<file path="src/hdl/sim_serial_pkg.sv">
// Constants, register map and state types for the smart-card serial channel.
// Assumes a word-addressed Avalon-MM slave with 32-bit data and one 125 MHz clock.
package sim_serial_pkg;

    // ----------------------------------------------------------------
    // Bus and register map
    // ----------------------------------------------------------------
    localparam int unsigned ADDR_W         = 3;
    localparam int unsigned DATA_W         = 32;
    localparam logic [2:0]  ADDR_TX_DATA   = 3'h0;
    localparam logic [2:0]  ADDR_RX_DATA   = 3'h1;
    localparam logic [2:0]  ADDR_MODE      = 3'h2;
    localparam logic [2:0]  ADDR_CTRL0     = 3'h3;
    localparam logic [2:0]  ADDR_CTRL1     = 3'h4;
    localparam logic [2:0]  ADDR_BAUD      = 3'h5;
    localparam logic [2:0]  ADDR_IRQ_STAT  = 3'h6;
    localparam logic [2:0]  ADDR_IRQ_MASK  = 3'h7;

    // ----------------------------------------------------------------
    // Field positions
    // ----------------------------------------------------------------
    localparam int unsigned RX_OVERRUN_BIT = 12;
    localparam int unsigned RX_FRAMING_BIT = 13;
    localparam int unsigned RX_PARITY_BIT  = 14;
    localparam int unsigned RX_SUM_BIT     = 15;
    localparam int unsigned MODE_PEN_BIT   = 0;
    localparam int unsigned MODE_PSEL_BIT  = 1;
    localparam int unsigned C0_ORDER_BIT   = 0;
    localparam int unsigned C0_TXEMPTY_BIT = 1;
    localparam int unsigned C1_TE_BIT      = 0;
    localparam int unsigned C1_RE_BIT      = 1;
    localparam int unsigned C1_INV_BIT     = 2;
    localparam int unsigned C1_ERE_BIT     = 3;
    localparam int unsigned C1_TBE_BIT     = 4;
    localparam int unsigned C1_RXC_BIT     = 5;
    localparam int unsigned IRQ_TX_BIT     = 0;
    localparam int unsigned IRQ_RX_BIT     = 1;
    localparam int unsigned IRQ_ERR_BIT    = 2;
    localparam int unsigned IRQ_W          = 3;

    // ----------------------------------------------------------------
    // Baud reset value, baud minimum and last data bit index
    // ----------------------------------------------------------------
    localparam logic [15:0] BAUD_RESET     = 16'h0010;
    localparam logic [15:0] BAUD_MIN       = 16'h0002;
    localparam logic [2:0]  LAST_DATA_BIT  = 3'h7;

    typedef enum logic [2:0] {TX_IDLE, TX_START, TX_DATA, TX_PAR, TX_STOP} tx_state_t;
    typedef enum logic [2:0] {RX_IDLE, RX_START, RX_DATA, RX_PAR, RX_STOP, RX_ERR} rx_state_t;

endpackage

</file>
<file path="src/hdl/sim_card_serial_port.sv">
// Smart-card serial channel: Avalon-MM register slave, transmitter, receiver
// with parity error signalling, and a read-cleared interrupt status.
// Assumes SERIAL_IN is synchronous to CLK and tied to the card line with SERIAL_OUT.
//
// The register addresses and register access over Avalon-MM were left to the implementer.
`timescale 1ns/100ps
module sim_card_serial_port
    import sim_serial_pkg::*;
(
    input  wire logic                CLK,
    input  wire logic                RSTN,
    input  wire logic [ADDR_W-1:0]   ADDRESS,
    input  wire logic                READ,
    input  wire logic                WRITE,
    input  wire logic [DATA_W-1:0]   WRITEDATA,
    output logic      [DATA_W-1:0]   READDATA,
    output logic                     WAITREQUEST,
    output logic                     IRQ,
    input  wire logic                SERIAL_IN,
    output logic                     SERIAL_OUT
);

    // ----------------------------------------------------------------
    // Declarations
    // ----------------------------------------------------------------
    logic [7:0]         transmit_buffer_reg;
    logic               tbuf_full_reg;
    logic               parity_enable;
    logic               parity_select;
    logic               bit_order_select;
    logic               tx_enable;
    logic               rx_enable;
    logic               data_invert_select;
    logic               error_signal_enable;
    logic [15:0]        baud_reg;
    logic [IRQ_W-1:0]   irq_status_reg;
    logic [IRQ_W-1:0]   irq_mask_reg;
    logic [7:0]         receive_buffer_reg;
    logic               rx_full_reg;
    logic               overrun_reg;
    logic               framing_reg;
    logic               parity_err_reg;
    tx_state_t          tx_state;
    logic [15:0]        tx_cnt;
    logic [2:0]         tx_bitn;
    logic [7:0]         tx_shift;
    logic               tx_par;
    logic               tx_line;
    logic               tx_done;
    rx_state_t          rx_state;
    logic [15:0]        rx_cnt;
    logic [2:0]         rx_bitn;
    logic [7:0]         rx_shift;
    logic               rx_parbit;
    logic               rx_in_q;
    logic               rx_done;
    logic [7:0]         rx_word;
    logic               rx_fe;
    logic               rx_pe;
    logic               err_drive;
    logic [DATA_W-1:0]  rd_mux;
    logic [15:0]        baud_m1;
    logic [7:0]         tx_src;
    logic [7:0]         tx_rev;
    logic [7:0]         rx_rev;
    logic [7:0]         rx_ordered;
    logic               commit;
    logic               wr_commit;
    logic               rd_rx;
    logic               rd_stat;
    logic               tx_load;
    logic               tx_tick;
    logic               rx_tick;
    logic               line_perr;
    logic [IRQ_W-1:0]   irq_events;

    assign commit    = (READ | WRITE) & ~WAITREQUEST;
    assign wr_commit = WRITE & ~WAITREQUEST;
    assign rd_rx     = READ & ~WAITREQUEST & (ADDRESS == ADDR_RX_DATA);
    assign rd_stat   = READ & ~WAITREQUEST & (ADDRESS == ADDR_IRQ_STAT);
    assign baud_m1   = ((baud_reg < BAUD_MIN) ? BAUD_MIN : baud_reg) - 16'h0001;
    assign tx_tick   = (tx_cnt == 16'h0000);
    assign rx_tick   = (rx_cnt == 16'h0000);
    assign tx_load   = (tx_state == TX_IDLE) & tx_enable & tbuf_full_reg;

    // ----------------------------------------------------------------
    // Bit order and inversion
    // ----------------------------------------------------------------
    // Both directions shift LSB first on the line; MSB-first is a reversal.
    assign tx_src     = data_invert_select ? ~transmit_buffer_reg : transmit_buffer_reg;
    genvar gi;
    generate
        for (gi = 0; gi < 8; gi++)
        begin : g_rev
            assign tx_rev[gi] = tx_src[7-gi];
            assign rx_rev[gi] = rx_shift[7-gi];
        end
    endgenerate
    assign rx_ordered = bit_order_select ? rx_rev : rx_shift;
    // Even select: line ones plus parity even; odd select: odd
    assign line_perr  = (^rx_shift) ^ rx_parbit ^ ~parity_select;

    // ----------------------------------------------------------------
    // Avalon-MM slave
    // ----------------------------------------------------------------
    // One wait cycle per access: read data is latched on the edge that drops waitrequest; writes take effect on the next edge.
    always_ff @(posedge CLK or negedge RSTN)
    begin
        if (!RSTN)
            WAITREQUEST <= 1'b1;
        else if ((READ | WRITE) & WAITREQUEST)
            WAITREQUEST <= 1'b0;
        else
            WAITREQUEST <= 1'b1;
    end

    always_comb
    begin
        rd_mux = '0;
        case (ADDRESS)
            ADDR_TX_DATA:  rd_mux[7:0] = transmit_buffer_reg;
            ADDR_RX_DATA:
            begin
                rd_mux[7:0]            = receive_buffer_reg;
                rd_mux[RX_OVERRUN_BIT] = overrun_reg;
                rd_mux[RX_FRAMING_BIT] = framing_reg;
                rd_mux[RX_PARITY_BIT]  = parity_err_reg;
                rd_mux[RX_SUM_BIT]     = overrun_reg | framing_reg | parity_err_reg;
            end
            ADDR_MODE:
            begin
                rd_mux[MODE_PEN_BIT]  = parity_enable;
                rd_mux[MODE_PSEL_BIT] = parity_select;
            end
            ADDR_CTRL0:
            begin
                rd_mux[C0_ORDER_BIT]   = bit_order_select;
                rd_mux[C0_TXEMPTY_BIT] = (tx_state == TX_IDLE);
            end
            ADDR_CTRL1:
            begin
                rd_mux[C1_TE_BIT]  = tx_enable;
                rd_mux[C1_RE_BIT]  = rx_enable;
                rd_mux[C1_INV_BIT] = data_invert_select;
                rd_mux[C1_ERE_BIT] = error_signal_enable;
                rd_mux[C1_TBE_BIT] = ~tbuf_full_reg;
                rd_mux[C1_RXC_BIT] = rx_full_reg;
            end
            ADDR_BAUD:     rd_mux[15:0]      = baud_reg;
            ADDR_IRQ_STAT: rd_mux[IRQ_W-1:0] = irq_status_reg;
            ADDR_IRQ_MASK: rd_mux[IRQ_W-1:0] = irq_mask_reg;
            default:       rd_mux = '0;
        endcase
    end

    always_ff @(posedge CLK or negedge RSTN)
    begin
        if (!RSTN)
            READDATA <= '0;
        else if (READ & WAITREQUEST)
            READDATA <= rd_mux;
    end

    // ----------------------------------------------------------------
    // Configuration registers
    // ----------------------------------------------------------------
    always_ff @(posedge CLK or negedge RSTN)
    begin
        if (!RSTN)
        begin
            parity_enable       <= 1'b0;
            parity_select       <= 1'b0;
            bit_order_select    <= 1'b0;
            tx_enable           <= 1'b0;
            rx_enable           <= 1'b0;
            data_invert_select  <= 1'b0;
            error_signal_enable <= 1'b0;
            baud_reg            <= BAUD_RESET;
            irq_mask_reg        <= '0;
        end
        else if (wr_commit)
        begin
            case (ADDRESS)
                ADDR_MODE:
                begin
                    parity_enable <= WRITEDATA[MODE_PEN_BIT];
                    parity_select <= WRITEDATA[MODE_PSEL_BIT];
                end
                ADDR_CTRL0:    bit_order_select <= WRITEDATA[C0_ORDER_BIT];
                ADDR_CTRL1:
                begin
                    tx_enable           <= WRITEDATA[C1_TE_BIT];
                    rx_enable           <= WRITEDATA[C1_RE_BIT];
                    data_invert_select  <= WRITEDATA[C1_INV_BIT];
                    error_signal_enable <= WRITEDATA[C1_ERE_BIT];
                end
                ADDR_BAUD:     baud_reg     <= WRITEDATA[15:0];
                ADDR_IRQ_MASK: irq_mask_reg <= WRITEDATA[IRQ_W-1:0];
                default:       ;
            endcase
        end
    end

    always_ff @(posedge CLK or negedge RSTN)
    begin
        if (!RSTN)
        begin
            transmit_buffer_reg <= 8'h00;
            tbuf_full_reg       <= 1'b0;
        end
        else if (wr_commit && ADDRESS == ADDR_TX_DATA)
        begin
            transmit_buffer_reg <= WRITEDATA[7:0];
            tbuf_full_reg       <= 1'b1;
        end
        else if (tx_load)
            tbuf_full_reg <= 1'b0;
    end

    // ----------------------------------------------------------------
    // Transmitter
    // ----------------------------------------------------------------
    always_ff @(posedge CLK or negedge RSTN)
    begin
        if (!RSTN)
        begin
            tx_state <= TX_IDLE;
            tx_cnt   <= 16'h0000;
            tx_bitn  <= 3'h0;
            tx_shift <= 8'h00;
            tx_par   <= 1'b0;
            tx_line  <= 1'b1;
            tx_done  <= 1'b0;
        end
        else
        begin
            tx_done <= 1'b0;
            tx_cnt  <= tx_tick ? baud_m1 : tx_cnt - 16'h0001;
            case (tx_state)
                TX_IDLE:
                begin
                    tx_line <= 1'b1;
                    tx_cnt  <= baud_m1;
                    if (tx_load)
                    begin
                        tx_shift <= bit_order_select ? tx_rev : tx_src;
                        tx_par   <= (^tx_src) ^ ~parity_select;
                        tx_line  <= 1'b0;
                        tx_state <= TX_START;
                    end
                end
                TX_START:
                    if (tx_tick)
                    begin
                        tx_line  <= tx_shift[0];
                        tx_shift <= {1'b0, tx_shift[7:1]};
                        tx_bitn  <= 3'h0;
                        tx_state <= TX_DATA;
                    end
                TX_DATA:
                    if (tx_tick)
                    begin
                        if (tx_bitn == LAST_DATA_BIT)
                        begin
                            tx_line  <= parity_enable ? tx_par : 1'b1;
                            tx_state <= parity_enable ? TX_PAR : TX_STOP;
                        end
                        else
                        begin
                            tx_line  <= tx_shift[0];
                            tx_shift <= {1'b0, tx_shift[7:1]};
                            tx_bitn  <= tx_bitn + 3'h1;
                        end
                    end
                TX_PAR:
                    if (tx_tick)
                    begin
                        tx_line  <= 1'b1;
                        tx_state <= TX_STOP;
                    end
                TX_STOP:
                    if (tx_tick)
                    begin
                        tx_done  <= 1'b1;
                        tx_state <= TX_IDLE;
                    end
                default: tx_state <= TX_IDLE;
            endcase
        end
    end

    // ----------------------------------------------------------------
    // Receiver and error signal
    // ----------------------------------------------------------------
    // Samples mid-bit; the error pulse starts mid stop bit, inside guard time.
    always_ff @(posedge CLK or negedge RSTN)
    begin
        if (!RSTN)
        begin
            rx_state  <= RX_IDLE;
            rx_cnt    <= 16'h0000;
            rx_bitn   <= 3'h0;
            rx_shift  <= 8'h00;
            rx_parbit <= 1'b0;
            rx_in_q   <= 1'b1;
            rx_done   <= 1'b0;
            rx_word   <= 8'h00;
            rx_fe     <= 1'b0;
            rx_pe     <= 1'b0;
            err_drive <= 1'b0;
        end
        else
        begin
            rx_in_q <= SERIAL_IN;
            rx_done <= 1'b0;
            rx_cnt  <= rx_tick ? baud_m1 : rx_cnt - 16'h0001;
            case (rx_state)
                RX_IDLE:
                begin
                    err_drive <= 1'b0;
                    rx_cnt    <= {1'b0, baud_m1[15:1]};
                    if (rx_enable && rx_in_q && !SERIAL_IN)
                        rx_state <= RX_START;
                end
                RX_START:
                    if (rx_tick)
                    begin
                        rx_bitn  <= 3'h0;
                        rx_state <= SERIAL_IN ? RX_IDLE : RX_DATA;
                    end
                RX_DATA:
                    if (rx_tick)
                    begin
                        rx_shift <= {SERIAL_IN, rx_shift[7:1]};
                        rx_bitn  <= rx_bitn + 3'h1;
                        if (rx_bitn == LAST_DATA_BIT)
                            rx_state <= parity_enable ? RX_PAR : RX_STOP;
                    end
                RX_PAR:
                    if (rx_tick)
                    begin
                        rx_parbit <= SERIAL_IN;
                        rx_state  <= RX_STOP;
                    end
                RX_STOP:
                    if (rx_tick)
                    begin
                        rx_done  <= 1'b1;
                        rx_word  <= data_invert_select ? ~rx_ordered : rx_ordered;
                        rx_fe    <= ~SERIAL_IN;
                        rx_pe    <= parity_enable & line_perr;
                        if (parity_enable && line_perr && error_signal_enable)
                        begin
                            err_drive <= 1'b1;
                            rx_state  <= RX_ERR;
                        end
                        else
                            rx_state <= RX_IDLE;
                    end
                RX_ERR:
                    if (rx_tick || rd_rx)
                    begin
                        err_drive <= 1'b0;
                        rx_state  <= RX_IDLE;
                    end
                default: rx_state <= RX_IDLE;
            endcase
        end
    end

    // Only the error pulse can pull the line low while the transmitter idles
    always_ff @(posedge CLK or negedge RSTN)
    begin
        if (!RSTN)
            SERIAL_OUT <= 1'b1;
        else
            SERIAL_OUT <= tx_line & ~(err_drive & ~rd_rx);
    end

    // ----------------------------------------------------------------
    // Receive buffer and error flags
    // ----------------------------------------------------------------
    // A completing character beats a same-cycle read, so no event is lost.
    always_ff @(posedge CLK or negedge RSTN)
    begin
        if (!RSTN)
        begin
            receive_buffer_reg <= 8'h00;
            rx_full_reg        <= 1'b0;
            overrun_reg        <= 1'b0;
            framing_reg        <= 1'b0;
            parity_err_reg     <= 1'b0;
        end
        else
        begin
            if (rd_rx)
            begin
                rx_full_reg    <= 1'b0;
                overrun_reg    <= 1'b0;
                framing_reg    <= 1'b0;
                parity_err_reg <= 1'b0;
            end
            if (rx_done && rx_full_reg && !rd_rx)
                overrun_reg <= 1'b1;
            else if (rx_done)
            begin
                receive_buffer_reg <= rx_word;
                rx_full_reg        <= 1'b1;
                framing_reg        <= rx_fe;
                parity_err_reg     <= rx_pe;
            end
        end
    end

    // ----------------------------------------------------------------
    // Interrupts
    // ----------------------------------------------------------------
    always_comb
    begin
        irq_events              = '0;
        irq_events[IRQ_TX_BIT]  = tx_done;
        irq_events[IRQ_RX_BIT]  = rx_done & ~(rx_full_reg & ~rd_rx);
        irq_events[IRQ_ERR_BIT] = rx_done & (rx_fe | rx_pe | (rx_full_reg & ~rd_rx));
    end

    always_ff @(posedge CLK or negedge RSTN)
    begin
        if (!RSTN)
        begin
            irq_status_reg <= '0;
            IRQ            <= 1'b0;
        end
        else
        begin
            irq_status_reg <= (rd_stat ? '0 : irq_status_reg) | irq_events;
            IRQ            <= |(irq_status_reg & irq_mask_reg);
        end
    end

endmodule // sim_card_serial_port

</file>
<file path="config.mk">
export PLATFORM = sky130hd
export DESIGN_NAME = sim_card_serial_port
export DESIGN_NICKNAME = d
export VERILOG_FILES = /design/src/hdl/sim_serial_pkg.sv /design/src/hdl/sim_card_serial_port.sv
export SDC_FILE = /design/constraint.sdc
export NUM_CORES = 1
export LEC_CHECK = 0
export BUFFER_PORTS_ARGS = -buffer_cell sky130_fd_sc_hd__buf_2
export CAP_MARGIN = 20
export CORE_MARGIN = 10
export CORE_UTILIZATION = 40
export CTS_BUF_LIST = sky130_fd_sc_hd__clkbuf_4 sky130_fd_sc_hd__clkbuf_8
export DETAILED_ROUTE_END_ITERATION = 8
export HOLD_SLACK_MARGIN = 0.06
export PLACE_DENSITY_LB_ADDON = 0.3
export SETUP_SLACK_MARGIN = 0.02
export SLEW_MARGIN = 20
export SYNTH_ARGS = -nofsm -noshare
export SYNTH_HDL_FRONTEND = slang
export SYNTH_SLANG_ARGS = --single-unit
</file>
<file path="constraint.sdc">
create_clock -name CLK -period 3.55 [get_ports CLK]
set_input_delay 0.1775 -clock CLK [delete_from_list [all_inputs] [get_ports CLK]]
set_output_delay 0.1775 -clock CLK [all_outputs]
set_load 0.05 [all_outputs]
</file>
==> Flow_metrics.wiki <==
{| class="wikitable"
! Metric !! Value
|-
| Status || finished, final reports clean
|-
| Number of flip-flops and latches in the synthesized netlist || between 100 and 150
|-
| Maximum clock path buffer count || 2
|-
| I/O pins || between 70 and 80
|-
| Predominant post-synthesis flop cell || dfrtp_1
|-
| Post-synthesis cell type with the largest combined area || dfrtp_1
|-
| Post-synth ARST share || 100%
|-
| Setup violations, final || 0
|-
| Leakage power of the design || a little over 0.004 uW
|-
| Largest net degree at the start of global routing || 87
|-
| Most used standard cells in the synthesized netlist || dfrtp_1, nand2_1, mux2_2
|-
| Drt wl/cell || around 17 um
|-
| Die height || around 160 um
|-
| Register area share after synthesis || a little under half
|-
| Nets || 884
|-
| Overall power of the completed layout || about 5700 uW
|-
| Slowest stage cell on the critical path || or4_1
|-
| Area of the die || ~26000 um2
|-
| Peak ir drop on the vdd network || 0.218 mV
|-
| Final Cycle Share || around 96%
|-
| Leading post-synthesis cells by cell area || dfrtp_1, mux2_2, mux2i_1
|-
| Hold/Removal Path Class || primary input to flip-flop
|-
| Clock slew seen by the registers of the worst setup and hold paths || around 80 ps
|-
| Maximum fanout along the worst path || 6
|-
| Detailed-route DRC error count || 0
|-
| Largest incremental delay on the critical path || 580 ps
|-
| Fin Clk Skew || 13.0 ps
|-
| Ordered list of cells on the worst path || or4_1 > or3_4 > o31ai_4 > ha_1 > or4b_4 > nor4_2 > xor2_1 > o21ai_0 > o22ai_1
|-
| Clk root buf || clkbuf_8
|-
| Worst Hold Slack || around 260 ps
|-
| Critical path arrival || 3760 ps
|-
| Number of antenna violations at the first check in global routing || 0
|-
| CP Class || flip-flop to flip-flop
|-
| Synthesized area divided by synthesized cell count || 10.3 um2
|-
| Power density over the cells || between 600 and 700 nW/um2
|-
| Final TNS setup || 0 ps
|-
| Initial core utilization || roughly 41%
|-
| Cell with the most instances after synthesis || dfrtp_1
|-
| Via count of the routed design || between 5000 and 6000
|-
| Final antenna-violating net count || 0
|-
| Layout cell share with drive strength beyond 1 || 21.7%
|-
| Clock insertion delay at the later pin of the skew report || 450 ps
|-
| CTS tree || done
|-
| Tightest slew margin relative to the limit || around a third
|-
| Final max-slew violation count || 0
|-
| Nature of the critical path startpoint || flip-flop
|-
| Number of clock sinks || 146
|-
| Floorplan die width || between 150 and 200 um
|-
| Std-Cell Rows || between 50 and 60
|-
| Count of synthesis-stage warnings from yosys || 0
|-
| Post-synthesis cell count || between 700 and 800
|-
| Synth top area share || between 40 and 50%
|-
| Maximum capacitance violations || 0
|-
| Number of antenna diodes || 0
|-
| Kind of end point of the critical path || flip-flop
|-
| Number of enable-type register cells in the synthesized netlist || 0
|-
| Total routed wirelength || 18.9 mm
|-
| Placer's final routability congestion estimate || roughly 0.82
|-
| Number of endpoints with negative hold slack in the final report || 0
|-
| Iteration-0 DRC count of the detailed router || 380
|-
| Area of the placeable core || between 15000 and 20000 um2
|-
| Grt total ovfl || 0
|-
| Layout overhead on the synthesized area || 14.0%
|-
| Via count of the first global-routing pass || between 5000 and 6000
|-
| Router iterations before antenna repair || 5
|-
| Vias per Instance || 5.28
|-
| Critical Path RT || about 4000 ps
|-
| Number of distinct standard cells referenced by the synthesized netlist || 74
|-
| Number of clock buffers inserted by TritonCTS || 17
|-
| Wire length of the first global-routing pass || 31.2 mm
|-
| Final critical delay including setup and external delays || approximately 3400 ps
|-
| IO Port Bufs || 42
|-
| CTS H-Tree Depth || 4
|-
| Overall fraction of global-route tracks in use || between 10% and 20%
|-
| Netlist Area Pre-Place || approximately 8000 um2
|-
| Worst-Margin Slew || 1010 ps
|-
| Maximum operating frequency || ~290 MHz
|-
| Final HPWL DP || approximately 14 mm
|}
path summary, 6_finish.rpt:
path,from,endpoint,slack (ps),depth (start not counted)
setup / recovery,baud_reg[6]$_DFFE_PN0P_,rx_cnt[14]$_DFF_PN0_,150,9
hold / removal,ADDRESS[2],READDATA[7]$_DFFE_PN0P_,260,3
setup reg to reg,baud_reg[6]$_DFFE_PN0P_,rx_cnt[14]$_DFF_PN0_,150,9
hold reg to reg,tx_cnt[0]$_DFF_PN0_,tx_cnt[0]$_DFF_PN0_,460,1
max in group asynchronous,RSTN,WAITREQUEST$_DFF_PN1_,2330,3
min in group asynchronous,RSTN,tx_cnt[13]$_DFF_PN0_,360,2
where the power goes:
part	internal (uW)	switching [uW]	leakage, uW
Clock	589	623	0.000186
Combinational	857	1080	0.00200
Sequential	2060	482	0.00188
timing repair:
action                                  4_1_cts  5_1_grt
buffers inserted                              0        3
endpoints found under the setup margin        0        8
resized for setup                             0        3
hold buffers                                 20        0
hold endpoints to repair                    116        0
worst max-delay path, delay by kind of cell, from the launching register on:
kind | cells | cell delay [ps]
simple gates | 4 | 1750
compound gates | 3 | 610
flops | 1 | 380
xor+xnor | 1 | 340
fa+ha+maj | 1 | 240
layer usage:
metal / GRT usage [%] / vias up / part of all wire [%]
met3: 3.58 / 31 / 4.5
met1: 19.5 / 2857 / 47
met5: 0 / - / 0
met2: 22.9 / 121 / 46
met4: 5.83 / 0 / 2.3
li1: - / 2857 / -
metrics by stage:
| step | area (um2) | instances | worst slack (ps) | util (%) |
|---|---|---|---|---|
| global placement | 8430 | 1058 | 127 | 43.3 |
| CTS | 9000 | 1109 | 60.9 | 46.2 |
| finish | 9040 | 1112 | 148 | 46.4 |
| detailed placement | 8430 | 1058 | 87.2 | 43.3 |
| floorplan | 7980 | 782 | 222 | - |
| global route | 9040 | 1112 | -0.938 | 46.4 |
cell type report:
cell class / count / area (um2)
Clock buffer: 23 / 317
Clock inverter: 8 / 51.3
Fill cell: 1847 / 10400
Inverter: 20 / 75.1
Multi-Input combinational cell: 565 / 4000
Sequential cell: 146 / 3660
Tap cell: 265 / 332
Timing Repair Buffer: 85 / 602
placed cells by master, fill, tap and decap left out, drive strengths merged, types with 20 or more instances in the layout:
cell	count
nand2	81
buf	65
o21ai	47
a21oi	39
dfrtp	141
nor2	51
xnor2	29
mux2	53
dlygate4sd3	20
mux2i	33
xor2	35
inv	20
clkbuf	23
cell families after synthesis:
family | Yosys count | synth area share (%)
fa+ha+maj | 9 | 1.42
compound gates | 155 | 12.7
xor+xnor | 65 | 7.36
simple gates | 229 | 14.9
other cells | 1 | 0.0473
flops | 146 | 46.2
mux | 91 | 13.1
buf+inv | 71 | 4.25
(Power assumes the default switching activity.)
